<file path="src/gpel_pkg.sv">
// Purpose: Shared constants and carrier types for the general-purpose event logic
// Assumes: 8-bit byte address, 16-bit register data on the plain register port
// Notes: Registers sit at their byte offsets; 8-bit ones use the low data bits
package gpel_pkg;

	// ----------------------------------------
	// Register port geometry
	// ----------------------------------------
	localparam int ADDR_W = 8;
	localparam int DATA_W = 16;

	// ----------------------------------------
	// Register offsets
	// ----------------------------------------
	localparam logic [7:0] OFF_BRIDGE_EXT = 8'hA6;
	localparam logic [7:0] OFF_PM_DATA = 8'hA7;
	localparam logic [7:0] OFF_EVT_STATUS = 8'hA8;
	localparam logic [7:0] OFF_EVT_ENABLE = 8'hAA;

	// ----------------------------------------
	// Field positions
	// ----------------------------------------
	localparam int BIT_BUS_PWR_CLK = 7;
	localparam int BIT_SEC_BUS_OFF = 6;
	localparam int BIT_VIDEO_CHG = 15;
	localparam int BIT_POWER_CHG = 11;
	localparam int BIT_VPP12_CHG = 8;
	localparam int BIT_INPUT_LO = 0;
	localparam int NUM_INPUTS = 5;

	// ----------------------------------------
	// Fixed values and reset values
	// ----------------------------------------
	localparam logic [7:0] BRIDGE_EXT_VALUE = 8'hC0;
	localparam logic [7:0] PM_DATA_VALUE = 8'h00;
	localparam logic [15:0] EVT_MASK = 16'h891F;
	localparam logic [15:0] EVT_STATUS_RST = 16'h0000;
	localparam logic [15:0] EVT_ENABLE_RST = 16'h0000;
	localparam logic [15:0] RDATA_RST = 16'h0000;
	localparam logic [1:0] VPP_SEL_12V = 2'h2;

	// ----------------------------------------
	// Change detector lanes
	// ----------------------------------------
	localparam int DET_W = 11;
	localparam int LANE_VIDEO = 0;
	localparam int LANE_VCC_LO = 1;
	localparam int LANE_VPP_HI = 4;
	localparam int LANE_VPP12 = 5;
	localparam int LANE_INPUT_LO = 6;

	// ----------------------------------------
	// Carrier types
	// ----------------------------------------
	typedef struct packed {
		logic [ADDR_W-1:0] addr;
		logic [DATA_W-1:0] wdata;
		logic wr;
		logic rd;
	} gpel_bus_req_t;

	typedef struct packed {
		logic video_enable;
		logic [1:0] vcc_sel;
		logic [1:0] vpp_sel;
	} gpel_socket_t;

endpackage

</file>
<file path="src/gpel_change_detect.sv">
// Purpose: Per-lane level change detector for event sources
// Assumes: Inputs already synchronous to the clock
// Notes: First sample after reset only primes the history, never flags
`timescale 1ns/1ps
`default_nettype none
module gpel_change_detect
	import gpel_pkg::*;
#(
	parameter int W = DET_W
) (
	input wire logic ref_clk,
	input wire logic rst_n,
	input wire logic [W-1:0] level_in,
	output logic [W-1:0] change,
	output logic ready
);

	logic [W-1:0] in_q_ff;
	logic [W-1:0] prev_ff;
	logic primed_ff;
	logic ready_ff;

	// Two samples needed before a compare means anything
	always_ff @(posedge ref_clk or negedge rst_n) begin
		if (!rst_n) begin
			primed_ff <= 1'b0;
			ready_ff <= 1'b0;
		end else begin
			primed_ff <= 1'b1;
			ready_ff <= primed_ff;
		end
	end

	genvar i;
	generate
		for (i = 0; i < W; i++) begin : g_lane
			always_ff @(posedge ref_clk or negedge rst_n) begin
				if (!rst_n) begin
					in_q_ff[i] <= 1'b0;
					prev_ff[i] <= 1'b0;
				end else begin
					in_q_ff[i] <= level_in[i];
					prev_ff[i] <= in_q_ff[i];
				end
			end
			assign change[i] = ready_ff & (in_q_ff[i] ^ prev_ff[i]);
		end
	endgenerate

	assign ready = ready_ff;

endmodule // gpel_change_detect
`default_nettype wire

</file>
<file path="src/gpel_event_logic.sv">
// Purpose: General-purpose event status, enable and event output, plus two fixed bytes
// Assumes: Plain register port, read data one cycle after the read strobe
// Notes: Status bits are write-one-to-clear; a new event beats a clear
//
// How it works
// - Bridge extension byte bit 7 always reads one.
// - Bridge extension byte bit 6 always reads one.
// - Reserved bits of extension, status and enable read zero.
// - Power management data byte is read-only and always zero.
// - Writing one clears a status bit and its event; zero leaves it.
// - Status bits set on events regardless of enable bits.
// - Status bit 15 sets when socket video enable changes.
// - Status bit 11 sets when card supply or programming voltage changes.
// - Status bit 8 sets when programming voltage goes to or from 12 V.
// - Status bits 4..0 set on level changes of the five terminals.
// - An event source raises the output only while its enable is set.
// - Event output stays asserted until the status bit or its enable bit is cleared.
// - Event reaches the pin only if a terminal carries event signaling.
// - Terminal change events only when configured as that general input.
// - Enable and status registers reset to all zeros.
`timescale 1ns/1ps
`default_nettype none
module gpel_event_logic
	import gpel_pkg::*;
(
	input wire logic ref_clk,
	input wire logic rstn,
	input wire gpel_bus_req_t bus_req,
	output logic [DATA_W-1:0] bus_rdata,
	input wire gpel_socket_t socket_ctrl,
	input wire logic [NUM_INPUTS-1:0] general_input,
	input wire logic [NUM_INPUTS-1:0] general_input_cfg,
	input wire logic event_pin_cfg,
	output logic general_event_output,
	output logic general_event_pin
);

	// ----------------------------------------
	// Reset release
	// ----------------------------------------
	logic [1:0] rst_sync_ff;
	logic rst_n_sync;

	always_ff @(posedge ref_clk or negedge rstn) begin
		if (!rstn) begin
			rst_sync_ff <= 2'b00;
		end else begin
			rst_sync_ff <= {rst_sync_ff[0], 1'b1};
		end
	end

	assign rst_n_sync = rst_sync_ff[1];

	// ----------------------------------------
	// Address decode
	// ----------------------------------------
	function automatic logic reg_hit(input logic [ADDR_W-1:0] a, input logic [ADDR_W-1:0] off);
		return a == off;
	endfunction

	logic wr_status;
	logic wr_enable;
	logic rd_ext;
	logic rd_pm;
	logic rd_status;
	logic rd_enable;

	assign wr_status = bus_req.wr & reg_hit(bus_req.addr, OFF_EVT_STATUS);
	assign wr_enable = bus_req.wr & reg_hit(bus_req.addr, OFF_EVT_ENABLE);
	assign rd_ext = bus_req.rd & reg_hit(bus_req.addr, OFF_BRIDGE_EXT);
	assign rd_pm = bus_req.rd & reg_hit(bus_req.addr, OFF_PM_DATA);
	assign rd_status = bus_req.rd & reg_hit(bus_req.addr, OFF_EVT_STATUS);
	assign rd_enable = bus_req.rd & reg_hit(bus_req.addr, OFF_EVT_ENABLE);

	// ----------------------------------------
	// Event sources
	// ----------------------------------------
	logic vpp_is_12v;
	logic [DET_W-1:0] det_level;
	logic [DET_W-1:0] det_change;
	logic det_ready;

	// track the 12 V request as its own level
	assign vpp_is_12v = socket_ctrl.vpp_sel == VPP_SEL_12V;
	assign det_level = {general_input, vpp_is_12v, socket_ctrl.vpp_sel,
		socket_ctrl.vcc_sel, socket_ctrl.video_enable};

	gpel_change_detect #(
		.W(DET_W)
	) u_detect (
		.ref_clk(ref_clk),
		.rst_n(rst_n_sync),
		.level_in(det_level),
		.change(det_change),
		.ready(det_ready)
	);

	logic [15:0] set_vec;
	logic [15:0] clr_vec;
	logic [NUM_INPUTS-1:0] input_events;

	// only terminals set up as general inputs count
	assign input_events = det_change[LANE_INPUT_LO +: NUM_INPUTS] & general_input_cfg;

	// sources never look at the enable bits
	always_comb begin
		set_vec = 16'h0000;
		set_vec[BIT_VIDEO_CHG] = det_change[LANE_VIDEO];
		set_vec[BIT_POWER_CHG] = |det_change[LANE_VPP_HI:LANE_VCC_LO];
		// 12 V request entered or left
		set_vec[BIT_VPP12_CHG] = det_change[LANE_VPP12];
		set_vec[BIT_INPUT_LO +: NUM_INPUTS] = input_events;
	end

	assign clr_vec = wr_status ? (bus_req.wdata & EVT_MASK) : 16'h0000;

	// ----------------------------------------
	// Status and enable registers
	// ----------------------------------------
	logic [15:0] status_ff;
	logic [15:0] enable_ff;
	logic [15:0] nxt_status;
	logic [15:0] nxt_enable;

	// a fresh event wins over a same-cycle clear
	assign nxt_status = ((status_ff & ~clr_vec) | set_vec) & EVT_MASK;
	assign nxt_enable = wr_enable ? (bus_req.wdata & EVT_MASK) : enable_ff;

	// nothing pending or enabled after reset
	always_ff @(posedge ref_clk or negedge rst_n_sync) begin
		if (!rst_n_sync) begin
			status_ff <= EVT_STATUS_RST;
			enable_ff <= EVT_ENABLE_RST;
		end else begin
			status_ff <= nxt_status;
			enable_ff <= nxt_enable;
		end
	end

	// ----------------------------------------
	// Event output
	// ----------------------------------------
	logic gpe_ff;
	logic pin_ff;
	logic nxt_gpe;
	logic nxt_pin;

	// gated per source by its enable
	// held as long as the status bit and its enable bit both stand
	assign nxt_gpe = |(status_ff & enable_ff);
	// no pin assigned, no external event
	assign nxt_pin = nxt_gpe & event_pin_cfg;

	always_ff @(posedge ref_clk or negedge rst_n_sync) begin
		if (!rst_n_sync) begin
			gpe_ff <= 1'b0;
			pin_ff <= 1'b0;
		end else begin
			gpe_ff <= nxt_gpe;
			pin_ff <= nxt_pin;
		end
	end

	assign general_event_output = gpe_ff;
	assign general_event_pin = pin_ff;

	// ----------------------------------------
	// Read path
	// ----------------------------------------
	logic [DATA_W-1:0] nxt_rdata;
	logic [DATA_W-1:0] rdata_ff;
	logic [7:0] ext_byte;

	// bus power and clock control capable
	assign ext_byte = BRIDGE_EXT_VALUE;

	// reserved bits and unmapped offsets read zero
	// power management data is a constant zero
	always_comb begin
		nxt_rdata = RDATA_RST;
		if (rd_ext) begin
			nxt_rdata = {8'h00, ext_byte};
		end else if (rd_pm) begin
			nxt_rdata = {8'h00, PM_DATA_VALUE};
		end else if (rd_status) begin
			nxt_rdata = status_ff & EVT_MASK;
		end else if (rd_enable) begin
			nxt_rdata = enable_ff & EVT_MASK;
		end
	end

	// Data only valid the cycle after a read, zero otherwise
	always_ff @(posedge ref_clk or negedge rst_n_sync) begin
		if (!rst_n_sync) begin
			rdata_ff <= RDATA_RST;
		end else begin
			rdata_ff <= nxt_rdata;
		end
	end

	assign bus_rdata = rdata_ff;

	logic [15:0] past_clr_ff;
	logic [15:0] past_set_ff;

	always_ff @(posedge ref_clk or negedge rst_n_sync) begin
		if (!rst_n_sync) begin
			past_clr_ff <= 16'h0000;
			past_set_ff <= 16'h0000;
		end else begin
			past_clr_ff <= clr_vec;
			past_set_ff <= set_vec;
		end
	end
endmodule // gpel_event_logic
`default_nettype wire

</file>
<file path="config.mk">
export PLATFORM = sky130hd
export DESIGN_NAME = gpel_event_logic
export DESIGN_NICKNAME = d
export VERILOG_FILES = /design/src/gpel_pkg.sv /design/src/gpel_change_detect.sv /design/src/gpel_event_logic.sv
export SDC_FILE = /design/constraint.sdc
export NUM_CORES = 1
export LEC_CHECK = 0
export BUFFER_PORTS_ARGS = -buffer_cell sky130_fd_sc_hd__clkbuf_2
export CAP_MARGIN = 20
export CELL_PAD_IN_SITES_DETAIL_PLACEMENT = 1
export CELL_PAD_IN_SITES_GLOBAL_PLACEMENT = 1
export CORE_UTILIZATION = 35
export DETAILED_ROUTE_END_ITERATION = 10
export HOLD_SLACK_MARGIN = 0.12
export PLACE_DENSITY_LB_ADDON = 0.1
export SYNTH_ARGS = -nofsm -noshare
export SYNTH_HDL_FRONTEND = slang
export SYNTH_SLANG_ARGS = --single-unit
</file>
<file path="constraint.sdc">
create_clock -name ref_clk -period 1.8 [get_ports ref_clk]
set_input_delay 0.09 -clock ref_clk [delete_from_list [all_inputs] [get_ports ref_clk]]
set_output_delay 0.09 -clock ref_clk [all_outputs]
set_load 0.02 [all_outputs]
</file>
* Word-level counts from Yosys, hierarchy flattened
Index checks and enable logic that the tools add are counted.
Word-level totals: bits in registers 60, latch bits 0, bits in writable memories 0, memory bits (read-only) 0, bits of input ports 44, memories 0
Operators by class: add/subtract/negate cells 0, multipliers 0, div/mod/pow operators 0, $lt $le $gt $ge 0, equality and inequality tests 5, shifts and indexed selects 0, mux-type cells 5, bitwise gates (word level) 34, reduce and logical (&&, ||, !) cells 2
Operators by type and width (number):
- $mux W16 | 5
- $and A16 B16 Y16 | 2
- $eq A8 B8 Y1 const B | 4
- $and A1 B1 Y1 | 18
- $not A16 Y16 | 1
- $or A16 B16 Y16 | 1
- $reduce_or A16 Y1 | 1
- $xor A1 B1 Y1 | 11
- $and A5 B5 Y5 | 1
- $reduce_or A4 Y1 | 1
- $eq A2 B2 Y1 const B | 1

* Longest topological paths before layout
Gate-level depths: netlist of run 1.
depth in word-level cells 6, gate-level depth with buffers 4, depth with buffers taken out 3

* By module
Synthesis of run 1 repeated with hierarchy kept, for this count alone.
Unflattened totals: cells, all modules 162, area, all modules 2084.5 um2
Modules (own cells, without submodules):
- gpel_event_logic | times used 1, cells an instance 114, area an instance 1310.0 um2
- gpel_change_detect | times used 1, cells an instance 48, area an instance 774.5 um2

* Worst setup path after synthesis of run 1
Ideal clock, no wire load.
path type reg-to-reg, from register u_detect.prev_ff[4], to register status_ff[11], library setup time 0.131 ns, arrival 0.893 ns, data required time 1.669 ns, slack 0.775 ns, cell stages (with the launch flop) 4, clock period less this slack 1.025 ns, cell sequence dfrtp_1 xor2_1 o41ai_1 nand2_1
Between the ends: word-level cells in the longest chain between the ends 4
RTL lines:
- start: declaration | RTL line gpel_change_detect.sv:19 | logic [W-1:0] prev_ff;
- start signal: indexed assignment | RTL line gpel_change_detect.sv:43 | prev_ff[i] <= in_q_ff[i];
- $xor A1 B1 Y1 | RTL line gpel_change_detect.sv:46 | assign change[i] = ready_ff & (in_q_ff[i] ^ prev_ff[i]);
- $and A1 B1 Y1 | RTL line gpel_change_detect.sv:46
- $reduce_or A4 Y1 | RTL line gpel_event_logic.sv:109 | set_vec[BIT_POWER_CHG] = |det_change[LANE_VPP_HI:LANE_VCC_LO];
- $or A16 B16 Y16 | RTL line gpel_event_logic.sv:126 | assign nxt_status = ((status_ff & ~clr_vec) | set_vec) & EVT_MASK;
- net nxt_status[11] | RTL line gpel_event_logic.sv:122 | logic [15:0] nxt_status;
- end signal: assignment | RTL line gpel_event_logic.sv:135 | status_ff <= nxt_status;
- end: declaration | RTL line gpel_event_logic.sv:120 | logic [15:0] status_ff;
The timed path passes the listed nets, and every way through them passes these cells. A chain may end at the register's enable or synchronous reset.

* Worst setup path after layout of run 1
from input bus_req[6] in the netlist's numbering, to register status_ff[4]
Between the ends: word-level cells in the longest chain between the ends 4
RTL lines:
- start: declaration | RTL line gpel_event_logic.sv:28 | input wire gpel_bus_req_t bus_req,
- $mux W16 | RTL line gpel_event_logic.sv:115 | assign clr_vec = wr_status ? (bus_req.wdata & EVT_MASK) : 16'h0000;
- $not A16 Y16 | RTL line gpel_event_logic.sv:126
- $and A16 B16 Y16 | RTL line gpel_event_logic.sv:126
- $or A16 B16 Y16 | RTL line gpel_event_logic.sv:126
- net nxt_status[4] | RTL line gpel_event_logic.sv:122
The timed path passes the listed nets, and every way through them passes these cells.

==> results of run 1 <==
-- cell families after synthesis --
| family | count (synthesis) | synth area share (%) |
|---|---|---|
| other | 2 | 0.3698 |
| xor gates and xnor gates | 11 | 4.744 |
| DFF | 53 | 65.31 |
| and+or+nand+nor | 34 | 10.29 |
| buffers and inverters | 20 | 5.545 |
| AOI/OAI and AO/OA | 13 | 5.361 |
| muxes | 16 | 8.380 |
-- tightest hold or removal path, cell delays in order --
cell	delay, ns
clkbuf_2	0.10
nor4bb_1	0.05
and3_2	0.19
-- report_power, final --
part / internal (mW) / switching, mW
Sequential: 1.24 / 0.0379
Clock: 0.454 / 0.368
Combinational: 0.121 / 0.110
-- area by class of cell --
class / instances / area share (%)
Sequential cell: 53 / 48.21
Inverter: 8 / 1.090
Clock inverter: 1 / 1.090
Tap cell: 72 / 3.271
Multi-Input combinational cell: 82 / 22.31
Clock buffer: 7 / 3.135
Timing Repair Buffer: 80 / 20.90
-- synth_stat cells (all sizes together) --
cell type | n | area (um^2)
dfrtp | 53 | 1326
xor2 | 11 | 96.34
nand2 | 10 | 37.54
buf | 9 | 61.30
o41ai | 9 | 78.83
inv | 8 | 30.03
mux2 | 8 | 90.09
mux2i | 8 | 80.08
nor2 | 8 | 30.03
nand3 | 6 | 30.03
a22oi | 4 | 30.03
clkbuf | 3 | 21.27
conb | 2 | 7.510
nand4 | 2 | 27.53
nand4bb | 2 | 22.52
and2 | 1 | 6.260
and3 | 1 | 7.510
and4bb | 1 | 12.51
nor2b | 1 | 6.260
nor3b | 1 | 18.77
nor4bb | 1 | 10.01
-- final timing paths --
check / startpoint / to / slack, ns / cells after the start
setup / recovery: bus_req[6] / status_ff[4]$_DFF_PN0_ / 0.18 / 6
setup reg to reg: u_detect.in_q_ff[8]$_DFF_PN0_ / status_ff[2]$_DFF_PN0_ / 0.44 / 4
max in group asynchronous: rstn / rst_sync_ff[1]$_DFF_PN0_ / 1.02 / 3
hold / removal: bus_req[21] / bus_rdata[7]$_DFF_PN0_ / 0.17 / 3
min in group asynchronous: rst_sync_ff[1]$_DFF_PN0_ / u_detect.primed_ff$_DFF_PN0_ / 0.22 / 0
hold reg to reg: rst_sync_ff[1]$_DFF_PN0_ / u_detect.primed_ff$_DFF_PN0_ / 0.22 / 0
-- registers in the layout, indices dropped and copies added (netlist names) --
signal,cells
u_detect.prev_ff,11
general_event_output,1
rst_sync_ff,2
u_detect.primed_ff,1
u_detect.ready,1
status_ff,8
general_event_pin,1
u_detect.in_q_ff,11
enable_ff,8
bus_rdata,9
-- cell usage in the layout, fill, tap and decap left out, types with 2 or more instances in the layout --
cell type	Yosys	layout
nor2_1	8	8
dlygate4sd3_1	0	32
dfrtp_1	53	52
inv_1	8	8
mux2_2	8	8
a22oi_1	4	4
xor2_1	11	11
clkbuf_8	1	6
nand2_1	10	10
o41ai_1	9	9
mux2i_1	8	8
conb_1	2	8
nand4bb_1	2	2
nand3_1	6	6
clkbuf_2	0	47
-- metrics by stage --
step	util, %	hold slack (ns)	cell area, um^2	worst slack, ns	cells
final	49.71	0.1716	2754	0.1790	303
after CTS	49.71	0.1682	2754	0.2024	303
after global placement	41.82	-0.1248	2317	0.5481	263
after floorplan	-	-0.2056	2053	0.2154	155
after global routing	49.71	0.1649	2754	0.06190	303
after detailed placement	41.82	-0.1213	2317	0.4775	263
-- per-layer routing --
layer / wire length, um / vias to the layer above
met2: 2110 / 40
met1: 1676 / 665
met3: 163 / 8
met4: 76 / 0
met5: 0 / -
li1: - / 656
-- repair_timing --
action	4_1_cts	5_1_grt
endpoints found under the hold margin	31	0
hold buffers	32	0
buffers inserted	0	0
==> results_tabular.tex, run 1 <==
\begin{tabular}{lr}
\hline
Metric & Value \\
\hline
\multicolumn{2}{l}{\textbf{Placement}} \\
\quad Post-DP HPWL & 2.968 mm \\
\quad Final GP Congestion & 0.6951 \\
\quad Port Buf Inserts & 47 \\
\multicolumn{2}{l}{\textbf{Setup path}} \\
\quad Family with the most delay on the worst path & buffers and inverters \\
\quad Sort of element at the end of the critical path & flop \\
\quad CP Class & input pin to flop \\
\quad Most common cell type on the critical path & dlygate4sd3\_1 \\
\quad Cells traversed along the worst timing path & dlygate4sd3\_1 > clkbuf\_2 > inv\_1 > o41ai\_1 > nand2\_1 > dlygate4sd3\_1 \\
\quad Max stage delay cell, worst path & dlygate4sd3\_1 \\
\quad Kind of start point of the critical path & input pin \\
\quad Biggest fanout along the worst timing path & 2 \\
\quad Sum of buffers and inverters on the critical path & 4 \\
\quad Delay of the slowest cell on the worst path & 0.56 ns \\
\quad Data required time at the worst endpoint & 1.99 ns \\
\quad Arrival time of the worst setup path & 1.81 ns \\
\multicolumn{2}{l}{\textbf{Outcome}} \\
\quad Status & finished, final reports clean \\
\multicolumn{2}{l}{\textbf{Clocking}} \\
\quad Root Buffer Master & clkbuf\_8 \\
\quad Clock sinks & 53 \\
\quad Total clock buffers created by CTS & 5 \\
\quad TritonCTS clock tree & yes \\
\quad CTS clock-pin slew for the worst setup and hold paths & 0.09 ns \\
\quad Number of H-tree branching levels & 2 \\
\quad Buffer levels on the longest clock path & 2 \\
\quad Resized Gates After CTS & 0 \\
\quad Clock Latency Late Sink & 0.30 ns \\
\multicolumn{2}{l}{\textbf{Finish}} \\
\quad Number of diodes added for antenna fixing & 0 \\
\quad Sequential standard cell area & 1328 um\^{}2 \\
\quad Number of fill cells & 601 \\
\quad Footprint of the multi-input gates & 614.3 um\^{}2 \\
\quad \# nets final & 274 \\
\quad Area growth from synthesis to final layout & 35.61\% \\
\quad Share of cells above drive strength 1 & 29.44\% \\
\multicolumn{2}{l}{\textbf{Global routing}} \\
\quad Initial antenna violation count & 0 \\
\quad Global-route layer with the greatest usage & met2 \\
\quad Pin count of the biggest net entering global routing & 33 \\
\quad Met3 capacity usage during global routing & 3.488\% \\
\quad GR met1 Demand/Resource & 16.70\% \\
\quad GRT Overall Usage & 14.75\% \\
\quad Via count of the first global-routing pass & 1533 \\
\quad First-pass GRT wire length & 6.831 mm \\
\quad Global-route met2 utilization & 26.67\% \\
\quad Total grt overflow & 0 \\
\multicolumn{2}{l}{\textbf{Route}} \\
\quad DRC violation count after routing & 0 \\
\quad Via total after detailed routing & 1369 \\
\quad Iter 0 DRT Violations & 58 \\
\quad Detail Route Antenna Nets & 0 \\
\quad Drt wl/cell & 13.28 um \\
\quad Detailed Route WL & 4.025 mm \\
\quad Pre-Repair DR Iteration Count & 3 \\
\quad Via density per instance & 4.518 \\
\multicolumn{2}{l}{\textbf{Die}} \\
\quad Cell Rows & 27 \\
\quad Height of the chip & 78.17 um \\
\quad Core area & 5540 um\^{}2 \\
\quad Effective utilization at floorplan & 36.65\% \\
\quad Die Outline Area & 6111 um\^{}2 \\
\quad Top-level port count & 62 \\
\quad Horizontal extent of the die & 78.17 um \\
\multicolumn{2}{l}{\textbf{Timing}} \\
\quad Final hold viol count & 0 \\
\quad Clock period minus final worst setup slack & 1.621 ns \\
\quad Total Neg Setup Slack & 0 ns \\
\quad Total setup violations reported at the end of the flow & 0 \\
\quad Final slew viol count & 0 \\
\quad Post-route fraction of the period consumed by the critical path & 90.06\% \\
\quad Fmax & 616.9 MHz \\
\quad Worst clock skew & 0.003435 ns \\
\quad Unrepaired setup endpoints after global routing & no \\
\multicolumn{2}{l}{\textbf{Yosys}} \\
\quad Average instance area after synthesis & 13.63 um\^{}2 \\
\quad Count of distinct cell types in the synthesized netlist & 25 \\
\quad Cells after Synth & 149 \\
\quad Sequential cell area fraction in the yosys report & 65.31\% \\
\quad Number of flip-flops and latches in the synthesized netlist & 53 \\
\quad Synth Cell Area & 2031 um\^{}2 \\
\quad Synth Warn \# & 0 \\
\multicolumn{2}{l}{\textbf{Flow run}} \\
\quad Reported max-cap violation count & 0 \\
\multicolumn{2}{l}{\textbf{Power}} \\
\quad Worst voltage drop across the vdd grid & 0.4510 mV \\
\quad Total power & 2.330 mW \\
\quad Leakage & 1.324 nW \\
\quad Power density relative to cell area & 845.9 nW/um\^{}2 \\
\multicolumn{2}{l}{\textbf{Worst hold path}} \\
\quad HP Class & input pin to flop \\
\hline
\end{tabular}
(Power assumes the default switching activity.)
==> run 2: changes to the inputs <==
REMOVE_ABC_BUFFERS = 1   (was not set)
==> run 2 against run 1 <==
Clock-buffer cell count did not move; worst hold slack got worse by 0.0027 ns; first-iteration DRC count fell by 60%; sequential share of layout area did not move; critical path depth did not move; routed wire length fell by 1.1%; largest cell class unchanged; non-clock buffer count did not move; sequential power barely moved.
==> results_tabular.tex, run 2 (same netlist as run 1, synthesis figures left out) <==
\begin{tabular}{lr}
\hline
Metric & Value \\
\hline
\multicolumn{2}{l}{\textbf{Global routing}} \\
\quad Global-route met2 utilization & 25.88\% (was 26.67\%) \\
\quad GR met1 Demand/Resource & 18.40\% (was 16.70\%) \\
\quad First-pass GRT wire length & 7.010 mm (was 6.831 mm) \\
\quad Total grt overflow & 0 (unchanged) \\
\quad Via count of the first global-routing pass & 1481 (was 1533) \\
\quad Met3 capacity usage during global routing & 4.302\% (was 3.488\%) \\
\quad GRT Overall Usage & 15.23\% (was 14.75\%) \\
\quad Initial antenna violation count & 0 (unchanged) \\
\quad Global-route layer with the greatest usage & met2 (unchanged) \\
\quad Pin count of the biggest net entering global routing & 35 (was 33) \\
\multicolumn{2}{l}{\textbf{Setup path}} \\
\quad Kind of start point of the critical path & input pin (unchanged) \\
\quad Sum of buffers and inverters on the critical path & 4 (unchanged) \\
\quad Delay of the slowest cell on the worst path & 0.56 ns (about the same) \\
\quad Cells traversed along the worst timing path & dlygate4sd3\_1 > clkbuf\_2 > inv\_1 > o41ai\_1 > nand2\_1 > dlygate4sd3\_1 (unchanged) \\
\quad Sort of element at the end of the critical path & flop (unchanged) \\
\quad Register-to-Register Setup Slack & 0.44 ns (about the same) \\
\quad CP Class & input pin to flop (unchanged) \\
\quad Max stage delay cell, worst path & dlygate4sd3\_1 (unchanged) \\
\quad Arrival time of the worst setup path & 1.78 ns (was 1.81 ns) \\
\quad Biggest fanout along the worst timing path & 2 (unchanged) \\
\quad Family with the most delay on the worst path & buffers and inverters (unchanged) \\
\quad Most common cell type on the critical path & dlygate4sd3\_1 (unchanged) \\
\quad Data required time at the worst endpoint & 1.99 ns (about the same) \\
\multicolumn{2}{l}{\textbf{Timing}} \\
\quad Final hold viol count & 0 (unchanged) \\
\quad Worst clock skew & 0.002667 ns (was 0.003435 ns) \\
\quad Total Neg Setup Slack & 0 ns (unchanged) \\
\quad Final slew viol count & 0 (unchanged) \\
\quad Unrepaired setup endpoints after global routing & no (unchanged) \\
\quad Clock period minus final worst setup slack & 1.590 ns (was 1.621 ns) \\
\quad Total setup violations reported at the end of the flow & 0 (unchanged) \\
\quad Fmax & 628.8 MHz (was 616.9 MHz) \\
\quad Post-route fraction of the period consumed by the critical path & 88.35\% (was 90.06\%) \\
\multicolumn{2}{l}{\textbf{Die}} \\
\quad Cell Rows & 27 (unchanged) \\
\quad Height of the chip & 78.17 um (unchanged) \\
\quad Top-level port count & 62 (unchanged) \\
\quad Horizontal extent of the die & 78.17 um (unchanged) \\
\quad Effective utilization at floorplan & 36.65\% (unchanged) \\
\quad Die Outline Area & 6111 um\^{}2 (unchanged) \\
\quad Core area & 5540 um\^{}2 (unchanged) \\
\multicolumn{2}{l}{\textbf{Finish}} \\
\quad Top library cells by usage in the layout, fill and taps aside & 52 x dfrtp\_1, 47 x clkbuf\_2, 32 x dlygate4sd3\_1 (unchanged) \\
\quad Commonest non-fill, non-tap cell in the layout & dfrtp\_1 (unchanged) \\
\quad Share of cells above drive strength 1 & 29.44\% (unchanged) \\
\quad Area growth from synthesis to final layout & 35.61\% (unchanged) \\
\quad Number of diodes added for antenna fixing & 0 (unchanged) \\
\quad \# nets final & 274 (unchanged) \\
\multicolumn{2}{l}{\textbf{Clocking}} \\
\quad Clock Latency Late Sink & 0.30 ns (about the same) \\
\quad Root Buffer Master & clkbuf\_8 (unchanged) \\
\quad Clock sinks & 53 (unchanged) \\
\quad Total clock buffers created by CTS & 5 (unchanged) \\
\quad Number of H-tree branching levels & 2 (unchanged) \\
\quad CTS clock-pin slew for the worst setup and hold paths & 0.09 ns (about the same) \\
\quad TritonCTS clock tree & yes (unchanged) \\
\quad Buffers inserted during post-CTS setup optimization & 0 (unchanged) \\
\quad Buffer levels on the longest clock path & 2 (unchanged) \\
\multicolumn{2}{l}{\textbf{Worst hold path}} \\
\quad HP Class & input pin to flop (unchanged) \\
\multicolumn{2}{l}{\textbf{Route}} \\
\quad Iter 0 DRT Violations & 23 (was 58) \\
\quad Detail Route Antenna Nets & 0 (unchanged) \\
\quad DRC violation count after routing & 0 (unchanged) \\
\quad Detailed Route WL & 3.980 mm (was 4.025 mm) \\
\quad Via density per instance & 4.492 (was 4.518) \\
\quad Drt wl/cell & 13.14 um (was 13.28 um) \\
\quad Via total after detailed routing & 1361 (was 1369) \\
\quad Pre-Repair DR Iteration Count & 4 (was 3) \\
\multicolumn{2}{l}{\textbf{Outcome}} \\
\quad Status & finished, final reports clean (unchanged) \\
\multicolumn{2}{l}{\textbf{Power}} \\
\quad Worst voltage drop across the vdd grid & 0.4932 mV (was 0.4510 mV) \\
\quad Total power & 2.328 mW (was 2.330 mW) \\
\quad Power density relative to cell area & 845.5 nW/um\^{}2 (was 845.9 nW/um\^{}2) \\
\quad Leakage & 1.324 nW (unchanged) \\
\multicolumn{2}{l}{\textbf{Placement}} \\
\quad Port Buf Inserts & 47 (unchanged) \\
\quad Post-DP HPWL & 2.889 mm (was 2.968 mm) \\
\quad Final GP Congestion & 0.7279 (was 0.6951) \\
\multicolumn{2}{l}{\textbf{Flow run}} \\
\quad Reported max-cap violation count & 0 (unchanged) \\
\hline
\end{tabular}
-- run 2: routing by layer --
metal	share of wire, %	vias up
met2	52	38
met1	42	666
li1	-	653
met5	0	-
met4	1.1	0
met3	4.5	4
-- run 2: power breakdown --
group / total, mW / switching, mW / internal [mW]
Clock: 0.820 / 0.367 / 0.453
Combinational: 0.232 / 0.111 / 0.121
Sequential: 1.28 / 0.0363 / 1.24
-- run 2: area by class of cell --
| cell class | instances | area [um^2] |
|---|---|---|
| Clock buffer | 7 | 86.33 |
| Tap cell | 72 | 90.09 |
| Clock inverter | 1 | 30.03 |
| Sequential cell | 53 | 1328 |
| Inverter | 8 | 30.03 |
| Timing Repair Buffer | 80 | 575.6 |
| Fill cell | 586 | 2786 |
| Multi-Input combinational cell | 82 | 614.3 |
-- run 2: worst paths after layout --
path	from	end	cells past startpoint
hold / removal	bus_req[21]	bus_rdata[7]$_DFF_PN0_	3
min in group asynchronous	rst_sync_ff[1]$_DFF_PN0_	u_detect.prev_ff[10]$_DFF_PN0_	0
setup reg to reg	u_detect.prev_ff[9]$_DFF_PN0_	status_ff[3]$_DFF_PN0_	4
hold reg to reg	rst_sync_ff[1]$_DFF_PN0_	u_detect.prev_ff[10]$_DFF_PN0_	0
max in group asynchronous	rstn	rst_sync_ff[1]$_DFF_PN0_	3
setup / recovery	bus_req[3]	status_ff[1]$_DFF_PN0_	6
-- run 2: per-stage QoR --
| stage | cells | setup WS, ns | hold WS [ns] | instance area [um^2] | util, % |
|---|---|---|---|---|---|
| 3_3_place_gp | 263 | 0.5230 | -0.1239 | 2317 | 41.82 |
| 4_1_cts | 303 | 0.1972 | 0.1629 | 2754 | 49.71 |
| 3_5_place_dp | 263 | 0.4782 | -0.1216 | 2317 | 41.82 |
| 6_report | 303 | 0.2096 | 0.1689 | 2754 | 49.71 |
| 2_1_floorplan | 143 | 0.2154 | -0.2056 | 1971 | - |
| 5_1_grt | 303 | 0.1076 | 0.1585 | 2754 | 49.71 |
-- run 2: worst register-to-register path, stage by stage (launching register included) --
cell and delay (ns):
dfrtp_1 0.39, xor2_1 0.16, nand3_1 0.09, nand2_1 0.05
dlygate4sd3_1 0.56
-- run 2: timing repair --
| item | 4_1_cts | 5_1_grt |
|---|---|---|
| gates resized for setup | 0 | 0 |
| hold buffers | 32 | 0 |
| hold endpoints to repair | 31 | 0 |
==> run 3: changes to the inputs <==
CORE_ASPECT_RATIO = 0.75   (was not set)
==> run 3 against run 2 <==
Non-clock buffer count stayed put; fmax fell by 0.79%; combinational power about the same; die area about the same; routed wire length is 4.9% higher.
==> results_tabular.tex, run 3 (same netlist as run 1, synthesis figures left out) <==
\begin{tabular}{lr}
\hline
Metric & Value \\
\hline
\multicolumn{2}{l}{\textbf{Placement}} \\
\quad Post-DP HPWL & 3.059 mm (was 2.889 mm) \\
\quad Post-detailed-placement cell area & 2316 um\^{}2 (was 2317 um\^{}2) \\
\quad Post-place setup slack & 0.3966 ns (was 0.4782 ns) \\
\quad Port Buf Inserts & 47 (unchanged) \\
\quad Final GP Congestion & 0.6860 (was 0.7279) \\
\multicolumn{2}{l}{\textbf{Worst hold path}} \\
\quad Hold-critical path depth & 3 (unchanged) \\
\quad Min-Delay Startpoint & bus\_req[21] (unchanged) \\
\quad HP Class & input pin to flop (unchanged) \\
\quad End point of the most critical hold path & bus\_rdata[7]\$\_DFF\_PN0\_ (unchanged) \\
\multicolumn{2}{l}{\textbf{Timing}} \\
\quad Final hold viol count & 0 (unchanged) \\
\quad Measured slew at the worst slew-check pin & 0.5630 ns \\
\quad Worst slew slack as a fraction of its limit & 62.46\% \\
\quad Fmax & 623.8 MHz (was 628.8 MHz) \\
\quad Final slew viol count & 0 (unchanged) \\
\quad Clock period minus final worst setup slack & 1.603 ns (was 1.590 ns) \\
\quad Total Neg Setup Slack & 0 ns (unchanged) \\
\quad Worst clock skew & 0.006289 ns (was 0.002667 ns) \\
\quad Final Worst Setup Slack & 0.1970 ns (was 0.2096 ns) \\
\quad Total setup violations reported at the end of the flow & 0 (unchanged) \\
\quad Unrepaired setup endpoints after global routing & no (unchanged) \\
\quad Hold slack & 0.1830 ns (was 0.1689 ns) \\
\quad Post-route fraction of the period consumed by the critical path & 89.06\% (was 88.35\%) \\
\multicolumn{2}{l}{\textbf{Finish}} \\
\quad Number of diodes added for antenna fixing & 0 (unchanged) \\
\quad Top library cells by usage in the layout, fill and taps aside & 52 x dfrtp\_1, 47 x clkbuf\_2, 31 x dlygate4sd3\_1 (was 52 x dfrtp\_1, 47 x clkbuf\_2, 32 x dlygate4sd3\_1) \\
\quad Commonest non-fill, non-tap cell in the layout & dfrtp\_1 (unchanged) \\
\quad Share of cells above drive strength 1 & 29.87\% (was 29.44\%) \\
\quad \# nets final & 274 (unchanged) \\
\quad Number of fill cells & 592 (was 586) \\
\quad Design area & 2743 um\^{}2 (was 2754 um\^{}2) \\
\quad Area growth from synthesis to final layout & 35.06\% (was 35.61\%) \\
\multicolumn{2}{l}{\textbf{Power}} \\
\quad Share of total power consumed by net switching & 22.24\% (was 22.08\%) \\
\quad Clock power share & 35.3\% (was 35.2\%) \\
\quad Total power & 2.331 mW (was 2.328 mW) \\
\quad Power density relative to cell area & 849.8 nW/um\^{}2 (was 845.5 nW/um\^{}2) \\
\quad Internal power & 1.812 mW (was 1.814 mW) \\
\quad Relative contribution of combinational cells to total power & 9.8\% (was 10.0\%) \\
\quad Switching power & 518.3 uW (was 514.2 uW) \\
\quad Worst voltage drop across the vdd grid & 0.5530 mV (was 0.4932 mV) \\
\quad Share of total power in sequential cells & 54.9\% (was 54.8\%) \\
\quad Leakage & 1.323 nW (was 1.324 nW) \\
\multicolumn{2}{l}{\textbf{Clocking}} \\
\quad CTS clock-pin slew for the worst setup and hold paths & 0.09 ns (about the same) \\
\quad Buffers inserted during post-CTS setup optimization & 0 (unchanged) \\
\quad TritonCTS clock tree & yes (unchanged) \\
\quad Clock sinks & 53 (unchanged) \\
\quad Number of H-tree branching levels & 2 (unchanged) \\
\quad Buffer levels on the longest clock path & 2 (unchanged) \\
\quad Resized Gates After CTS & 0 (unchanged) \\
\quad Total clock buffers created by CTS & 5 (unchanged) \\
\quad Clock Latency Late Sink & 0.30 ns (about the same) \\
\quad Root Buffer Master & clkbuf\_8 (unchanged) \\
\multicolumn{2}{l}{\textbf{Global routing}} \\
\quad First-pass GRT wire length & 7.162 mm (was 7.010 mm) \\
\quad Via count of the first global-routing pass & 1506 (was 1481) \\
\quad Total grt overflow & 0 (unchanged) \\
\quad GRT Overall Usage & 15.47\% (was 15.23\%) \\
\quad Pin count of the biggest net entering global routing & 27 (was 35) \\
\quad Initial antenna violation count & 0 (unchanged) \\
\multicolumn{2}{l}{\textbf{Setup path}} \\
\quad Kind of start point of the critical path & input pin (unchanged) \\
\quad Max stage delay cell, worst path & dlygate4sd3\_1 (unchanged) \\
\quad Most common cell type on the critical path & dlygate4sd3\_1 (unchanged) \\
\quad Biggest fanout along the worst timing path & 2 (unchanged) \\
\quad CP Class & input pin to flop (unchanged) \\
\quad Endpoint of the lowest-slack register-to-register path & status\_ff[3]\$\_DFF\_PN0\_ (unchanged) \\
\quad Arrival time of the worst setup path & 1.79 ns (was 1.78 ns) \\
\quad Delay of the slowest cell on the worst path & 0.56 ns (about the same) \\
\quad Startpoint of the lowest-slack register-to-register path & u\_detect.in\_q\_ff[9]\$\_DFF\_PN0\_ (was u\_detect.prev\_ff[9]\$\_DFF\_PN0\_) \\
\quad Sort of element at the end of the critical path & flop (unchanged) \\
\quad Data required time at the worst endpoint & 1.99 ns (about the same) \\
\quad Reg2reg path depth & 4 (unchanged) \\
\quad Cells traversed along the worst timing path & dlygate4sd3\_1 > clkbuf\_2 > inv\_1 > o41ai\_1 > nand2\_1 > dlygate4sd3\_1 (unchanged) \\
\quad Register-to-Register Setup Slack & 0.45 ns (was 0.44 ns) \\
\multicolumn{2}{l}{\textbf{Die}} \\
\quad Core area & 5468 um\^{}2 (was 5540 um\^{}2) \\
\quad Cell Rows & 23 (was 27) \\
\quad Die Outline Area & 6114 um\^{}2 (was 6111 um\^{}2) \\
\quad Top-level port count & 62 (unchanged) \\
\quad Effective utilization at floorplan & 37.14\% (was 36.65\%) \\
\quad Horizontal extent of the die & 89.96 um (was 78.17 um) \\
\quad Height of the chip & 67.97 um (was 78.17 um) \\
\multicolumn{2}{l}{\textbf{Route}} \\
\quad Detail Route Antenna Nets & 0 (unchanged) \\
\quad Pre-Repair DR Iteration Count & 2 (was 4) \\
\quad Iter 0 DRT Violations & 38 (was 23) \\
\quad DRC violation count after routing & 0 (unchanged) \\
\quad Via density per instance & 4.500 (was 4.492) \\
\quad Via total after detailed routing & 1377 (was 1361) \\
\quad Drt wl/cell & 13.64 um (was 13.14 um) \\
\quad Detailed Route WL & 4.174 mm (was 3.980 mm) \\
\multicolumn{2}{l}{\textbf{Flow run}} \\
\quad Reported max-cap violation count & 0 (unchanged) \\
\multicolumn{2}{l}{\textbf{Outcome}} \\
\quad Status & finished, final reports clean (unchanged) \\
\hline
\end{tabular}
-- run 3: critical path, delay by kind of cell --
| family | cells | cell delay (ns) |
|---|---|---|
| buffers and inverters | 4 | 1.23 |
| AOI/OAI and AO/OA | 1 | 0.39 |
| and+or+nand+nor | 1 | 0.08 |
-- run 3: layout make-up --
cell class	count	area, um^2	area share [%]
clock buffers	7	86.33	3.148
multi-input cells	82	614.3	22.40
flip-flops and latches	53	1328	48.40
well taps	75	93.84	3.422
repair buffers	80	560.5	20.44
clock inverters	1	30.03	1.095
inverters	8	30.03	1.095
-- run 3: power groups by stage --
stage	logic, mW	clock network (mW)	registers [mW]
5_1_grt	0.253	0.891	1.29
3_5_place_dp	0.184	0	1.31
6_report	0.229	0.822	1.28
3_3_place_gp	0.177	0	1.30
2_1_floorplan	0.0769	0	1.31
4_1_cts	0.232	0.847	1.28
-- run 3: timing repair --
| action | in CTS | in global routing |
|---|---|---|
| endpoints found under the hold margin | 31 | 0 |
| hold buffers | 31 | 0 |
| endpoints found under the setup margin | 0 | 0 |
-- run 3: metal layers --
metal / wire length [um] / global-route usage, % / vias to the layer above / part of all wire, %
li1: - / - / 657 / -
met1: 1874 / 17.78 / 679 / 45
met2: 2090 / 28.94 / 35 / 50
met3: 158 / 3.889 / 6 / 3.8
met4: 51 / 5.444 / 0 / 1.2
met5: 0 / 0 / - / 0
-- run 3: worst max-delay path by stage --
stage | from | endpoint | cells after the start
global route | bus_req[24] | status_ff[4]$_DFF_PN0_ | 5
detailed placement | bus_req[24] | status_ff[8]$_DFF_PN0_ | 4
global placement | bus_req[24] | status_ff[3]$_DFF_PN0_ | 4
finish | bus_req[6] | status_ff[4]$_DFF_PN0_ | 6
floorplan | rst_sync_ff[1]$_DFF_PN0_ | bus_rdata[0]$_DFF_PN0_ | 0
CTS | bus_req[24] | status_ff[4]$_DFF_PN0_ | 5
-- run 3: per-stage QoR --
stage	std cells	utilization [%]
after floorplan	143	-
after global placement	267	42.36
after detailed placement	267	42.36
after CTS	306	50.16
after global routing	306	50.16
final	306	50.16
